`src/hw/bas_point_defs.vh`:
```
// Constants for the building-automation point command handler
`ifndef BAS_POINT_DEFS_VH
`define BAS_POINT_DEFS_VH
`define CMD_SYS 4'h0
`define CMD_READ 4'h1
`define CMD_WRITE 4'h2
`define CMD_OVR 4'h7
`define SUB_SYNC 4'h0
`define SUB_RDMEM 4'h1
`define SUB_POLL 4'h4
`define SUB_POLL_ACK 4'h5
`define SUB_WARM 4'h8
`define SUB_STATUS 4'h9
`define SUB_OVERRIDE 4'h2
`define SUB_RELEASE 4'h3
`define RGN_AI 4'h1
`define RGN_BI 4'h2
`define RGN_AO 4'h3
`define RGN_BO 4'h4
`define RGN_INT_LO 4'h5
`define RGN_INT_HI 4'h8
`define ERR_NONE 8'h00
`define ERR_CMD 8'h01
`define ERR_ATTR 8'h11
`define AI_ATTR_VAL_HI 8'h03
`define AI_ATTR_LIM_LO 8'h08
`define AI_ATTR_LIM_HI 8'h0c
`define AI_ATTR_MAX 8'h0e
`define BI_ATTR_OK_HI 8'h02
`define AO_ATTR_OK_HI 8'h03
`define BO_ATTR_OK_HI 8'h05
`define ATTR_CONFIG 8'h01
`define KIND_NONE 3'h0
`define KIND_LIMIT_RD 3'h1
`define KIND_STATUS 3'h2
`define KIND_POLL 3'h3
`define KIND_BO_SET 3'h4
`define KIND_AO_SET 3'h5
`define KIND_LIMIT_WR 3'h6
`define BO_RUN_LAST 8'h09
`define BO_RESET 8'h0d
`define BO_UNIV_FIRST 8'h0e
`define BO_UNIV_LAST 8'h12
`define BO_RELAY 8'h13
`define BO_PROTECT 8'h14
`define RUN_RESET_BIT 4'hf
`define UNIV_RELAY_BIT 4'h8
`define AO_FC_READ 8'h0f
`define AO_FC_WRITE 8'h10
`define AO_FC_DATA 8'h11
`define TERM_FN_ACTIVE 8'h1b
`define ASCII_0000 32'h30303030
`define BAUD_RATE 9600
`define CLK_HZ 250000000
`define ADR_RUN_WORD 8'h00
`define ADR_UNIV_WORD 8'h04
`define ADR_PROTECT 8'h08
`define ADR_STATION 8'h0c
`define ADR_FC_READ 8'h10
`define ADR_STATE 8'h14
`define ADR_TERM_BASE 8'h18
`define STATION_RST 8'h01
`endif

```
`src/hw/ai_limit_mem.v`:
```
// Storage for analog-input limit and differential values
`timescale 1ns/1ps
module ai_limit_mem #(
	parameter DW = 32,
	parameter AW = 6
) (
	input wire mclk, // System clock
	input wire wr_en, // Write strobe
	input wire [AW-1:0] wr_addr, // Write address
	input wire [DW-1:0] wr_data, // Write data
	input wire [AW-1:0] rd_addr, // Read address
	output reg [DW-1:0] rd_data_q // Registered read data
);
	reg [DW-1:0] mem [0:(1<<AW)-1];

	// Contents are undefined until written; no reset keeps it a plain RAM
	always @(posedge mclk) begin
		if (wr_en) begin
			mem[wr_addr] <= wr_data;
		end
		rd_data_q <= mem[rd_addr];
	end
endmodule // ai_limit_mem

```
`src/hw/cmd_classify.v`:
```
// Decides ACK or NAK, error code and action kind for one request
`timescale 1ns/1ps
`include "bas_point_defs.vh"
module cmd_classify (
	input wire [3:0] cmd, // Command code
	input wire [3:0] sub, // Sub-command code
	input wire [3:0] region, // Point region
	input wire [7:0] attr, // Attribute number
	output reg ack, // High for ACK
	output reg [7:0] err, // NAK error code
	output reg [2:0] kind // Action to carry out
);
	// Unknown commands, sub-commands and read regions fall to NAK 01 so the controller sees a clean refusal
	always @* begin
		ack = 1'b0;
		err = `ERR_CMD;
		kind = `KIND_NONE;
		case (cmd)
		`CMD_SYS: begin
			if (sub == `SUB_SYNC) begin
				ack = 1'b1;
			end else if (sub == `SUB_POLL || sub == `SUB_POLL_ACK) begin
				ack = 1'b1;
				kind = `KIND_POLL;
			end else if (sub == `SUB_STATUS) begin
				ack = 1'b1;
				kind = `KIND_STATUS;
			end
			if (sub == `SUB_RDMEM || sub == `SUB_WARM) begin
				ack = 1'b0;
			end
			// An accepted system command carries no error code
			if (ack) begin
				err = `ERR_NONE;
			end
		end
		`CMD_READ: begin
			err = `ERR_ATTR;
			if (region == `RGN_AI) begin
				if (attr != 8'h00 && attr <= `AI_ATTR_VAL_HI) begin
					ack = 1'b1;
				end else if (attr >= `AI_ATTR_LIM_LO && attr <= `AI_ATTR_LIM_HI) begin
					ack = 1'b1;
					kind = `KIND_LIMIT_RD;
				end
			end else if (region == `RGN_BI) begin
				ack = (attr != 8'h00 && attr <= `BI_ATTR_OK_HI);
			end else if (region == `RGN_AO) begin
				ack = (attr != 8'h00 && attr <= `AO_ATTR_OK_HI);
			end else if (region == `RGN_BO) begin
				ack = (attr != 8'h00 && attr <= `BO_ATTR_OK_HI);
			end else begin
				err = `ERR_CMD;
			end
			if (ack) begin
				err = `ERR_NONE;
			end
		end
		`CMD_WRITE: begin
			err = `ERR_ATTR;
			if (region == `RGN_AI) begin
				if (attr == `ATTR_CONFIG) begin
					ack = 1'b1;
				end else if (attr >= `AI_ATTR_LIM_LO && attr <= `AI_ATTR_LIM_HI) begin
					ack = 1'b1;
					kind = `KIND_LIMIT_WR;
				end
			end else if (region == `RGN_BO) begin
				ack = (attr == `ATTR_CONFIG) || (attr >= 8'h03 && attr <= `BO_ATTR_OK_HI);
			end else if (region >= `RGN_BI && region <= `RGN_AO) begin
				ack = (attr == `ATTR_CONFIG);
			end
			if (ack) begin
				err = `ERR_NONE;
			end
		end
		`CMD_OVR: begin
			if (sub == `SUB_OVERRIDE && region >= `RGN_AI && region <= `RGN_BO) begin
				ack = 1'b1;
				if (region == `RGN_BO) begin
					kind = `KIND_BO_SET;
				end else if (region == `RGN_AO) begin
					kind = `KIND_AO_SET;
				end
			end else if (sub == `SUB_RELEASE && region != 4'h0 && region <= `RGN_INT_HI) begin
				ack = 1'b1;
			end
			if (ack) begin
				err = `ERR_NONE;
			end
		end
		default: begin
			ack = 1'b0;
		end
		endcase
	end
endmodule // cmd_classify

```
`src/hw/bas_point_command_handler.v`:
```
// Point command handler: request decode, point mapping and register port
//
// Implementation choices: the strobed register port and the address map.
`timescale 1ns/1ps
`include "bas_point_defs.vh"
module bas_point_command_handler #(
	parameter BAUD_DIV = `CLK_HZ / `BAUD_RATE,
	parameter N_TERM = 6
) (
	input wire mclk, // System clock, 250 MHz
	input wire sys_rst, // Asynchronous reset, active high
	input wire req_valid, // Decoded request present
	input wire [3:0] req_cmd, // Command code
	input wire [3:0] req_sub, // Sub-command code
	input wire [3:0] req_region, // Point region
	input wire [7:0] req_npa, // Point index
	input wire [7:0] req_attr, // Attribute number
	input wire [31:0] req_data, // Value carried by the request
	input wire [15:0] model_code_monitor_a, // Model monitor value a
	input wire [15:0] model_code_monitor_b, // Model monitor value b
	input wire [15:0] model_code_monitor_c, // Model monitor value c
	input wire [15:0] cumulative_runtime_monitor, // Run-time monitor
	input wire inverter_running, // Inverter in operation
	input wire [7:0] reg_addr, // Register byte address
	input wire [31:0] reg_wdata, // Register write data
	input wire reg_wr, // Register write strobe
	input wire reg_rd, // Register read strobe
	output reg [31:0] reg_rdata_q, // Register read data
	output reg rsp_valid_q, // Answer pulse
	output reg rsp_ack_q, // ACK when high, NAK when low
	output reg [7:0] rsp_err_q, // NAK error code
	output reg [31:0] rsp_data_q, // Answer value
	output reg rsp_change_q, // Poll answer carries pending changes
	output reg [79:0] stat_model_q, // Status reply model identifier
	output reg [15:0] stat_days_q, // Status reply days in service
	output reg [31:0] stat_dev_status_q, // Status reply device status
	output reg [15:0] run_command_word_q, // Run-command word
	output reg [15:0] universal_output_word_q, // Universal-output word as commanded
	output reg [15:0] univ_out_active_q, // Universal outputs that take effect
	output reg data_protect_setting_q, // Data-protection setting
	output reg [7:0] station_addr_q, // Station address
	output reg [15:0] fc_read_num_q, // Function-code number to read
	output reg [15:0] fc_write_num_q, // Function-code number to write
	output reg fc_group_ok_q, // Read group is a defined group
	output reg fc_write_stb_q, // Function-code data write pulse
	output reg [31:0] fc_write_data_q, // Function-code data
	output reg baud_tick_q // One-cycle bit-rate enable
);
	localparam DIV_W = 16;
	localparam integer DIV_LAST_I = BAUD_DIV - 1;
	localparam [DIV_W-1:0] DIV_LAST = DIV_LAST_I[DIV_W-1:0];

	wire cls_ack;
	wire [7:0] cls_err;
	wire [2:0] cls_kind;
	wire [31:0] lim_rdata;
	wire [5:0] req_lim_addr;
	wire [5:0] s1_lim_addr;
	wire lim_wr;
	reg s1_valid_q;
	reg s1_ack_q;
	reg [7:0] s1_err_q;
	reg [2:0] s1_kind_q;
	reg [7:0] s1_npa_q;
	reg [7:0] s1_attr_q;
	reg [31:0] s1_data_q;
	reg pending_q;
	reg [DIV_W-1:0] baud_cnt_q;
	reg [7:0] term_fn_q [0:N_TERM-1];
	reg [15:0] univ_mask_d;
	reg [3:0] bo_bit;
	integer i;
	integer j;
	integer k;

	// Defined parameter groups; reserved and unlisted codes are refused
	function grp_ok;
		input [7:0] g;
		begin
			case (g)
			8'h02, 8'h03, 8'h04, 8'h05, 8'h06, 8'h07, 8'h08, 8'h0a, 8'h0d, 8'h0e,
			8'h0f, 8'h10, 8'h11, 8'h12, 8'h14, 8'h17, 8'h18, 8'h19, 8'h1a, 8'h1d,
			8'h1e, 8'h20, 8'h24, 8'h25, 8'h27, 8'h28, 8'h29: grp_ok = 1'b1;
			default: grp_ok = 1'b0;
			endcase
		end
	endfunction

	cmd_classify u_cls (
		.cmd(req_cmd),
		.sub(req_sub),
		.region(req_region),
		.attr(req_attr),
		.ack(cls_ack),
		.err(cls_err),
		.kind(cls_kind)
	);

	// Limit slot: point index in the high bits, attribute offset in the low;
	// attribute eight lands on offset zero, so no subtraction is needed
	assign req_lim_addr = {req_npa[2:0], req_attr[2:0]};
	assign s1_lim_addr = {s1_npa_q[2:0], s1_attr_q[2:0]};
	assign lim_wr = s1_valid_q && s1_ack_q && (s1_kind_q == `KIND_LIMIT_WR);

	ai_limit_mem #(
		.DW(32),
		.AW(6)
	) u_mem (
		.mclk(mclk),
		.wr_en(lim_wr),
		.wr_addr(s1_lim_addr),
		.wr_data(s1_data_q),
		.rd_addr(req_lim_addr),
		.rd_data_q(lim_rdata)
	);

	// Stage one holds the decision while the limit memory is read
	always @(posedge mclk or posedge sys_rst) begin
		if (sys_rst) begin
			s1_valid_q <= 1'b0;
			s1_ack_q <= 1'b0;
			s1_err_q <= `ERR_NONE;
			s1_kind_q <= `KIND_NONE;
			s1_npa_q <= 8'h00;
			s1_attr_q <= 8'h00;
			s1_data_q <= 32'h00000000;
		end else begin
			s1_valid_q <= req_valid;
			s1_ack_q <= cls_ack;
			s1_err_q <= cls_err;
			s1_kind_q <= cls_kind;
			s1_npa_q <= req_npa;
			s1_attr_q <= req_attr;
			s1_data_q <= req_data;
		end
	end

	// Answer stage; answers arrive two cycles after the request
	always @(posedge mclk or posedge sys_rst) begin
		if (sys_rst) begin
			rsp_valid_q <= 1'b0;
			rsp_ack_q <= 1'b0;
			rsp_err_q <= `ERR_NONE;
			rsp_data_q <= 32'h00000000;
			rsp_change_q <= 1'b0;
			stat_model_q <= 80'h0;
			stat_days_q <= 16'h0000;
			stat_dev_status_q <= 32'h00000000;
		end else begin
			rsp_valid_q <= s1_valid_q;
			rsp_ack_q <= s1_ack_q;
			rsp_err_q <= s1_err_q;
			rsp_data_q <= 32'h00000000;
			rsp_change_q <= 1'b0;
			if (s1_valid_q && s1_ack_q) begin
				case (s1_kind_q)
				`KIND_LIMIT_RD: begin
					rsp_data_q <= lim_rdata;
				end
				`KIND_POLL: begin
					rsp_change_q <= pending_q;
				end
				`KIND_STATUS: begin
					stat_model_q <= {model_code_monitor_a, model_code_monitor_b,
						model_code_monitor_c, `ASCII_0000};
					stat_days_q <= cumulative_runtime_monitor;
					stat_dev_status_q <= `ASCII_0000;
				end
				default: begin
					rsp_data_q <= 32'h00000000;
				end
				endcase
			end
		end
	end

	// Pending change flag: a new change in the poll cycle wins over the clear
	always @(posedge mclk or posedge sys_rst) begin
		if (sys_rst) begin
			pending_q <= 1'b0;
		end else if (s1_valid_q && s1_ack_q && s1_kind_q == `KIND_BO_SET) begin
			pending_q <= 1'b1;
		end else if (s1_valid_q && s1_ack_q && s1_kind_q == `KIND_POLL) begin
			pending_q <= 1'b0;
		end
	end

	// Bit index inside the run-command word for points one to nine
	always @* begin
		bo_bit = s1_npa_q[3:0] - 4'h1;
	end

	// Binary-output points, protection bit and register writes
	always @(posedge mclk or posedge sys_rst) begin
		if (sys_rst) begin
			run_command_word_q <= 16'h0000;
			universal_output_word_q <= 16'h0000;
			data_protect_setting_q <= 1'b0;
			station_addr_q <= `STATION_RST;
			for (i = 0; i < N_TERM; i = i + 1) begin
				term_fn_q[i] <= 8'h00;
			end
		end else begin
			if (s1_valid_q && s1_ack_q && s1_kind_q == `KIND_BO_SET) begin
				if (s1_npa_q != 8'h00 && s1_npa_q <= `BO_RUN_LAST) begin
					run_command_word_q[bo_bit] <= s1_data_q[0];
				end else if (s1_npa_q == `BO_RESET) begin
					run_command_word_q[`RUN_RESET_BIT] <= s1_data_q[0];
				end else if (s1_npa_q >= `BO_UNIV_FIRST && s1_npa_q <= `BO_UNIV_LAST) begin
					universal_output_word_q[s1_npa_q[3:0] - 4'he] <= s1_data_q[0];
				end else if (s1_npa_q == `BO_RELAY) begin
					universal_output_word_q[`UNIV_RELAY_BIT] <= s1_data_q[0];
				end else if (s1_npa_q == `BO_PROTECT) begin
					data_protect_setting_q <= s1_data_q[0];
				end
			end
			if (reg_wr) begin
				if (reg_addr == `ADR_PROTECT) begin
					data_protect_setting_q <= reg_wdata[0];
				end else if (reg_addr == `ADR_STATION) begin
					if (!inverter_running) begin
						station_addr_q <= reg_wdata[7:0];
					end
				end else begin
					for (i = 0; i < N_TERM; i = i + 1) begin
						if (reg_addr == `ADR_TERM_BASE + 8'h04 * i[7:0]) begin
							term_fn_q[i] <= reg_wdata[7:0];
						end
					end
				end
			end
		end
	end

	// Enable mask: one terminal function setting per universal output bit
	always @* begin
		univ_mask_d = 16'h0000;
		for (j = 0; j < N_TERM - 1; j = j + 1) begin
			univ_mask_d[j] = (term_fn_q[j] == `TERM_FN_ACTIVE);
		end
		univ_mask_d[`UNIV_RELAY_BIT] = (term_fn_q[N_TERM-1] == `TERM_FN_ACTIVE);
	end

	always @(posedge mclk or posedge sys_rst) begin
		if (sys_rst) begin
			univ_out_active_q <= 16'h0000;
		end else begin
			univ_out_active_q <= universal_output_word_q & univ_mask_d;
		end
	end

	// Function-code number and data written through analog-output points
	always @(posedge mclk or posedge sys_rst) begin
		if (sys_rst) begin
			fc_read_num_q <= 16'h0000;
			fc_write_num_q <= 16'h0000;
			fc_group_ok_q <= 1'b0;
			fc_write_stb_q <= 1'b0;
			fc_write_data_q <= 32'h00000000;
		end else begin
			fc_write_stb_q <= 1'b0;
			fc_group_ok_q <= grp_ok(fc_read_num_q[15:8]);
			if (s1_valid_q && s1_ack_q && s1_kind_q == `KIND_AO_SET) begin
				if (s1_npa_q == `AO_FC_READ) begin
					fc_read_num_q <= s1_data_q[15:0];
				end else if (s1_npa_q == `AO_FC_WRITE) begin
					fc_write_num_q <= s1_data_q[15:0];
				end else if (s1_npa_q == `AO_FC_DATA) begin
					fc_write_stb_q <= grp_ok(fc_write_num_q[15:8]);
					fc_write_data_q <= s1_data_q;
				end
			end
		end
	end

	always @(posedge mclk or posedge sys_rst) begin
		if (sys_rst) begin
			baud_cnt_q <= {DIV_W{1'b0}};
			baud_tick_q <= 1'b0;
		end else begin
			baud_tick_q <= (baud_cnt_q == DIV_LAST);
			if (baud_cnt_q == DIV_LAST) begin
				baud_cnt_q <= {DIV_W{1'b0}};
			end else begin
				baud_cnt_q <= baud_cnt_q + 16'h0001;
			end
		end
	end

	// Register read port; unmapped addresses read zero
	always @(posedge mclk or posedge sys_rst) begin
		if (sys_rst) begin
			reg_rdata_q <= 32'h00000000;
		end else if (reg_rd) begin
			reg_rdata_q <= 32'h00000000;
			if (reg_addr == `ADR_RUN_WORD) begin
				reg_rdata_q <= {16'h0000, run_command_word_q};
			end else if (reg_addr == `ADR_UNIV_WORD) begin
				reg_rdata_q <= {16'h0000, universal_output_word_q};
			end else if (reg_addr == `ADR_PROTECT) begin
				reg_rdata_q <= {31'h0, data_protect_setting_q};
			end else if (reg_addr == `ADR_STATION) begin
				reg_rdata_q <= {24'h000000, station_addr_q};
			end else if (reg_addr == `ADR_FC_READ) begin
				reg_rdata_q <= {16'h0000, fc_read_num_q};
			end else if (reg_addr == `ADR_STATE) begin
				reg_rdata_q <= {29'h0, fc_group_ok_q, pending_q, inverter_running};
			end else begin
				for (k = 0; k < N_TERM; k = k + 1) begin
					if (reg_addr == `ADR_TERM_BASE + 8'h04 * k[7:0]) begin
						reg_rdata_q <= {24'h000000, term_fn_q[k]};
					end
				end
			end
		end
	end
endmodule // bas_point_command_handler

```
`config.mk`:
```
export PLATFORM = sky130hd
export DESIGN_NAME = bas_point_command_handler
export DESIGN_NICKNAME = d
export VERILOG_FILES = /design/src/hw/ai_limit_mem.v /design/src/hw/cmd_classify.v /design/src/hw/bas_point_command_handler.v
export VERILOG_INCLUDE_DIRS = /design/src /design/src/hw
export SDC_FILE = /design/constraint.sdc
export NUM_CORES = 2
export LEC_CHECK = 0
export ABC_AREA = 0
export ABC_CLOCK_PERIOD_IN_PS = 22700
export BUFFER_PORTS_ARGS = -buffer_cell sky130_fd_sc_hd__buf_2
export CORE_MARGIN = 2
export CORE_UTILIZATION = 44
export DETAILED_ROUTE_END_ITERATION = 16
export GPL_TIMING_DRIVEN = 0
export PLACE_DENSITY = 0.58
export SETUP_SLACK_MARGIN = 0.4
export SLEW_MARGIN = 20
export SYNTH_ARGS = -nofsm -noshare
export SYNTH_HDL_FRONTEND = slang
export SYNTH_SLANG_ARGS = --single-unit
```
`constraint.sdc`:
```
create_clock -name mclk -period 22.7 [get_ports mclk]
set_clock_uncertainty 0.05 [all_clocks]
set_input_delay 1.135 -clock mclk [delete_from_list [all_inputs] [get_ports mclk]]
set_output_delay 1.135 -clock mclk [all_outputs]
set_load 0.1 [all_outputs]
```
# [Word-level counts from Yosys, hierarchy flattened]
# Memory sizes are Yosys's and may differ from the RTL's. A register that Yosys moved wholly into a read port is not among the register bits.
# Index checks and enable logic that the tools add are counted.
[classes] mux=88 add_sub_neg=3 n_lt_le_gt_ge=18 shifts=0 n_reduce_logical=48 n_bitwise=8 multipliers=0 n_div=0 n_eq_ne=45
[op_table] op="$mux 32" count=13
[op_table] op="$eq 8x5->1 const B" count=14
[op_table] op="$mux 1" count=49
[op_table] op="$mux 8" count=5
[op_table] op="$reduce_and 4->1" count=10
[op_table] op="$bwmux 16" count=2
[op_table] op="$eq 8x4->1 const B" count=4
[op_table] op="$eq 8x6->1 const B" count=4
[op_table] op="$pmux 8 s4" count=1
[op_table] op="$mux 3" count=10
[op_table] op="$eq 4x2->1 const B" count=5
[op_table] op="$logic_and 1x1->1" count=19
[op_table] op="$add 16x1->16 const B" count=1
[op_table] op="$and 16x9->16" count=1
[op_table] op="$eq 16x15->1 const B" count=1
[op_table] op="$eq 4x3->1 const B" count=4
[op_table] op="$ge 8x4->1 const B" count=2
[op_table] op="$le 8x2->1 const B" count=2
[op_table] op="$le 8x4->1 const B" count=2
[op_table] op="$mux 16" count=1
[op_table] op="$reduce_bool 8->1" count=2
[op_table] op="$eq 4x1->1 const B" count=3
[op_table] op="$ge 4x1->1 const B" count=3
[op_table] op="$pmux 3 s4" count=1
[op_table] op="other kinds (29)" count=51
[word_totals] mem_bits_ro=128 input_bits=170 ff_bits=393 memories=3 elab_cells=250 mem_bits_rw=2048 latch_bits=0 output_inout_bits=327
[memory_table] memory="u_mem.mem" words=64 width=32 read_ports=1 rd_clocked_by_memory_dff=1 wr=1 line="ai_limit_mem.v:14" rtl="reg [DW-1:0] mem [0:(1<<AW)-1];"
[memory_table] memory="(name not given)" words=64 width=1 read_ports=1 rd_clocked_by_memory_dff=0 wr=0 line="bas_point_command_handler.v:80" rtl="case (g)"
[memory_table] memory="(name not given)" words=64 width=1 read_ports=1 rd_clocked_by_memory_dff=0 wr=0 line="bas_point_command_handler.v:80"

# [Longest topological paths before layout]
[logic_depth] ltp_word=13 depth_mapped=10 ltp_nobuf=8

# [Hierarchy]
# From an unflattened synthesis, not the netlist that was laid out.
[unflattened] cells_unflattened=4763 hier_area_um2=94918.5
[modules_own_cells] module="ai_limit_mem" cells_per_inst=3511 instances=1 area_per_inst_um2=79039.6 seq_area_each_um2=62139.6
[modules_own_cells] module="bas_point_command_handler" cells_per_inst=1177 instances=1 area_per_inst_um2=15402.3 seq_area_each_um2=8984.9
[modules_own_cells] module="cmd_classify" cells_per_inst=75 instances=1 area_per_inst_um2=476.7 seq_area_each_um2=0.0

# [Worst setup path before layout]
# Ideal clock, no wire load.
[synth_timing] path_kind="in2reg" start="in req_attr[1]" end="reg u_mem.rd_data_q[10] (read register of u_mem.mem)" t_required_ns=22.516 setup_ns=0.134 stages=8 path_slack_ns=19.466 n_path_buf=4 arrival_time_ns=3.050 cell_sequence="clkbuf_1 > buf_2 > clkbuf_1 > buf_1 > mux4_2 > a22oi_1 > a21oi_1 > or4_1"
[synth_lines] item="start, declared" line="bas_point_command_handler.v:17" rtl="input wire [7:0] req_attr,"
[synth_lines] item="end, declared" line="ai_limit_mem.v:12" rtl="output reg [DW-1:0] rd_data_q"

==> results.txt <==
----------------------------------------------------
[Critical path]
  Critical Path Sink Type ... flip-flop
  Slowest cell on the critical path ... sky130_fd_sc_hd__buf_1
  Startpoint Class ... input port
  Count of buffer and inverter cells on the critical path ... 5
  Delay-heaviest family, CP ... buffers and inverters
  Largest stage delay on the critical path ... between 0.7 and 0.8 ns
  Required time at the endpoint of the critical path ... 23.37 ns
  Data arrival time of the worst path ... 5.15 ns
  Startpoint-to-endpoint class of the critical path ... in -> reg
  Critical path, cell by cell ... buf_2 -> clkbuf_1 -> buf_2 -> clkbuf_1 -> buf_1 -> mux4_2 -> a22oi_1 -> a21oi_1 -> or4_1
  Largest driver fanout on the critical path ... 10

[Timing]
  Count of final hold-check violations ... 0
  Timing-limited maximum frequency ... 0.223 GHz
  Unrepaired setup endpoints after global routing ... no
  Tmin final ... 4.49 ns
  Final sum of negative setup slack ... 0 ns
  Ratio of final minimum period to clock period ... 19.8%
  Final critical-path setup slack ... 18.21 ns
  Worst Max-Slew Pin Slew ... around 1.2 ns
  Setup-violating endpoint count in the final report ... 0
  Max-slew headroom at the worst pin ... 18.6%
  Final count of pins violating max slew ... 0

[Placement]
  Final HPWL from detailed placement ... 187,000 µm
  Gpl congestion ... 0.953
  Port bufs ... 390
  Setup WS pre-CTS ... roughly 17 ns

[Layout]
  Proportion of layout cells with a drive suffix above 1 ... 33.2%
  Layout Utilization ... 52.4%
  Final net count ... ~5.6k
  Leading cell types in the layout, fill and taps excluded ... 2,048 x sky130_fd_sc_hd__edfxtp_1, 512 x sky130_fd_sc_hd__mux4_2, 436 x sky130_fd_sc_hd__buf_2
  Fillcell total ... 16.7k
  Most common cell after layout, fill and taps aside ... sky130_fd_sc_hd__edfxtp_1
  Layout overhead on the synthesized area ... 18.1%

[Clocking]
  Clk buf depth ... 3
  Clock-pin transition on the worst setup and hold timing paths ... 0.06 ns
  Clock Tree Root ... sky130_fd_sc_hd__clkbuf_16
  Number of clock buffers inserted by TritonCTS ... between 200 and 250
  CTS tree ... built
  Number of clock sinks seen by CTS ... around 2.4k
  Insertion delay to the later sink of the worst-skew pair ... 0.89 ns
  Count of H-tree levels built during CTS ... 4
  Number of buffers added for setup after CTS ... 0
  Number of resized instances in the post-cts repair step ... 0
  CTS Hold Bufs ... 0

[GRT]
  Remaining Overflow, GRT ... 0
  First-pass GRT wire length ... 370,000 µm
  Antenna violations before repair ... 40
  Pin count of the biggest net entering global routing ... 105
  GRT Overall Usage ... 24.4%
  Via count of the first global-routing pass ... 48.7k

[Power and ir drop]
  Max IR drop VDD ... 0.0724 mV
  Leakage power total ... 37.5 nW
  Tot Pwr ... 9.28 mW
  Power density cells ... 84.5 nW/µm²

[Routing]
  Via Count ... 49.1k
  Antenna Violating Nets Remaining ... 0
  Initial detailed-routing violation count ... 6,013
  Sum of routed wire length over all layers ... 265,000 µm
  DRC violation count after routing ... 0
  Routed length per placed instance ... roughly 31 µm
  DR pass1 iterations ... 5
  Via count normalized by instance count ... 5.82

[Die]
  Starting Density ... 44.3%
  Die footprint ... approximately 220,000 µm²
  Die height ... ~460 µm
  Core region area ... 210,000 µm²
  Overall die width ... 464 µm
  Number of rows created at floorplan ... between 150 and 200
  Top-level I/O count ... ~500

[Synthesis]
  Async set-reset flop share out of synthesis ... 14.3%
  Flip-flop and latch count after synthesis ... 2,427
  Main flop type after synthesis ... sky130_fd_sc_hd__edfxtp_1
  Per-instance average area after synthesis ... 20.5 µm²
  Part of the Yosys area used for sequential elements ... 76.2%
  Number of flops mapped to enable cells by yosys ... 2,048
  Post-synth cell types ... 71
  Summed instance area of the synthesized netlist ... 93,000 µm²
  Number of cells produced by synthesis ... ~4.5k
  Number of warnings issued by yosys ... 0

[Run]
  Reported max-cap violation count ... 0

[Min path]
  Path category of the worst min-delay check ... in -> async

[Status]
  Run status ... finished, final reports clean

----------------------------------------------------
power breakdown:
part           switching (mW)  total (mW)  internal (mW)
combinational           0.415       0.583          0.168
sequential             0.0532        4.91           4.86
clock                    1.69        3.78           2.10
registers in the layout (all words and copies together), names as in the netlist, 32 cells and up:
| name | flops |
|---|---|
| rsp_data_q | 32 |
| u_mem.rd_data_q | 32 |
| stat_model_q | 49 |
| u_mem.mem | 2048 |
| term_fn_q | 48 |
| fc_write_data_q | 32 |
| s1_data_q | 32 |
layer usage:
metal  wire length, µm  global-route usage (%)  vias up  share of wire (%)
met5                 0                       0        -                  0
met4              8850                    8.66        0                3.3
met3             20200                    4.27      317                7.6
met2            130000                    39.5     2120                 49
met1            106000                    33.5    26300                 40
li1                  -                       -    20300                  -
path summary, 6_finish.rpt:
check | start | slack [ns] | depth (start not counted) | endpoint
setup / recovery | req_attr[1] | 18.21 | 9 | u_mem.rd_data_q[5]
hold / removal | sys_rst | 0.22 | 2 | s1_data_q[28]
setup reg to reg | s1_ack_q | 18.67 | 5 | u_mem.mem[7][2]
hold reg to reg | u_mem.rd_data_q[8] | 0.37 | 1 | rsp_data_q[8]
max in group asynchronous | sys_rst | 21.45 | 3 | s1_data_q[7]
min in group mclk | req_data[29] | 0.30 | 1 | s1_data_q[29]
kinds of logic after synthesis:
logic type               share of synthesized area, %
flip-flops                                       76.2
XOR/XNOR                                        0.188
other                                         0.00403
adder cells (fa/ha/maj)                         0.148
buffers and inverters                            1.97
AO/OA/AOI/OAI                                    3.83
multiplexers                                     15.1
AND/OR/NAND/NOR                                  2.56
worst reg2reg max path: cells and delay by family (launching register included):
family / cells / cell delay [ns]
flip-flops: 1 / 0.41
buffers and inverters: 1 / 0.25
AND/OR/NAND/NOR: 4 / 3.01
synthesized netlist by cell type, drive strengths merged, types with 14 or more instances:
cell / count / area share [%]
edfxtp: 2048 / 66
mux4: 512 / 12
dfrtp: 346 / 9.3
a22oi: 263 / 2.1
mux2: 215 / 2.6
buf: 198 / 1.4
a21oi: 167 / 0.90
nor2: 160 / 0.65
clkbuf: 138 / 0.56
nand2: 82 / 0.33
or4: 36 / 0.29
and2: 35 / 0.24
nand3: 33 / 0.18
dfxtp: 32 / 0.69
nor3: 24 / 0.15
o21ai: 24 / 0.13
nor2b: 21 / 0.14
xnor2: 15 / 0.14
a211oi: 14 / 0.11
inv: 14 / 0.057
area by class of cell:
class / instances / area [µm²] / share of cell area (%)
antenna: 55 / 138 / 0.125
buffer: 336 / 1790 / 1.63
clock buffer: 308 / 6360 / 5.79
clock inverter: 128 / 1090 / 0.989
inverter: 14 / 60.1 / 0.0547
multi-input combinational: 1847 / 21100 / 19.2
sequential: 2427 / 70900 / 64.6
tap: 2805 / 3510 / 3.19
timing repair buffer: 509 / 4840 / 4.40
metrics by stage:
stage	hold slack, ns	area, µm²	instances
2_1_floorplan	0.281	93300	4624
3_3_place_gp	0.365	98700	7819
3_5_place_dp	0.369	102000	7938
4_1_cts	0.181	110000	8374
5_1_grt	0.214	110000	8420
6_report	0.224	110000	8429
No activity file was read; power rests on OpenSTA's default activity.
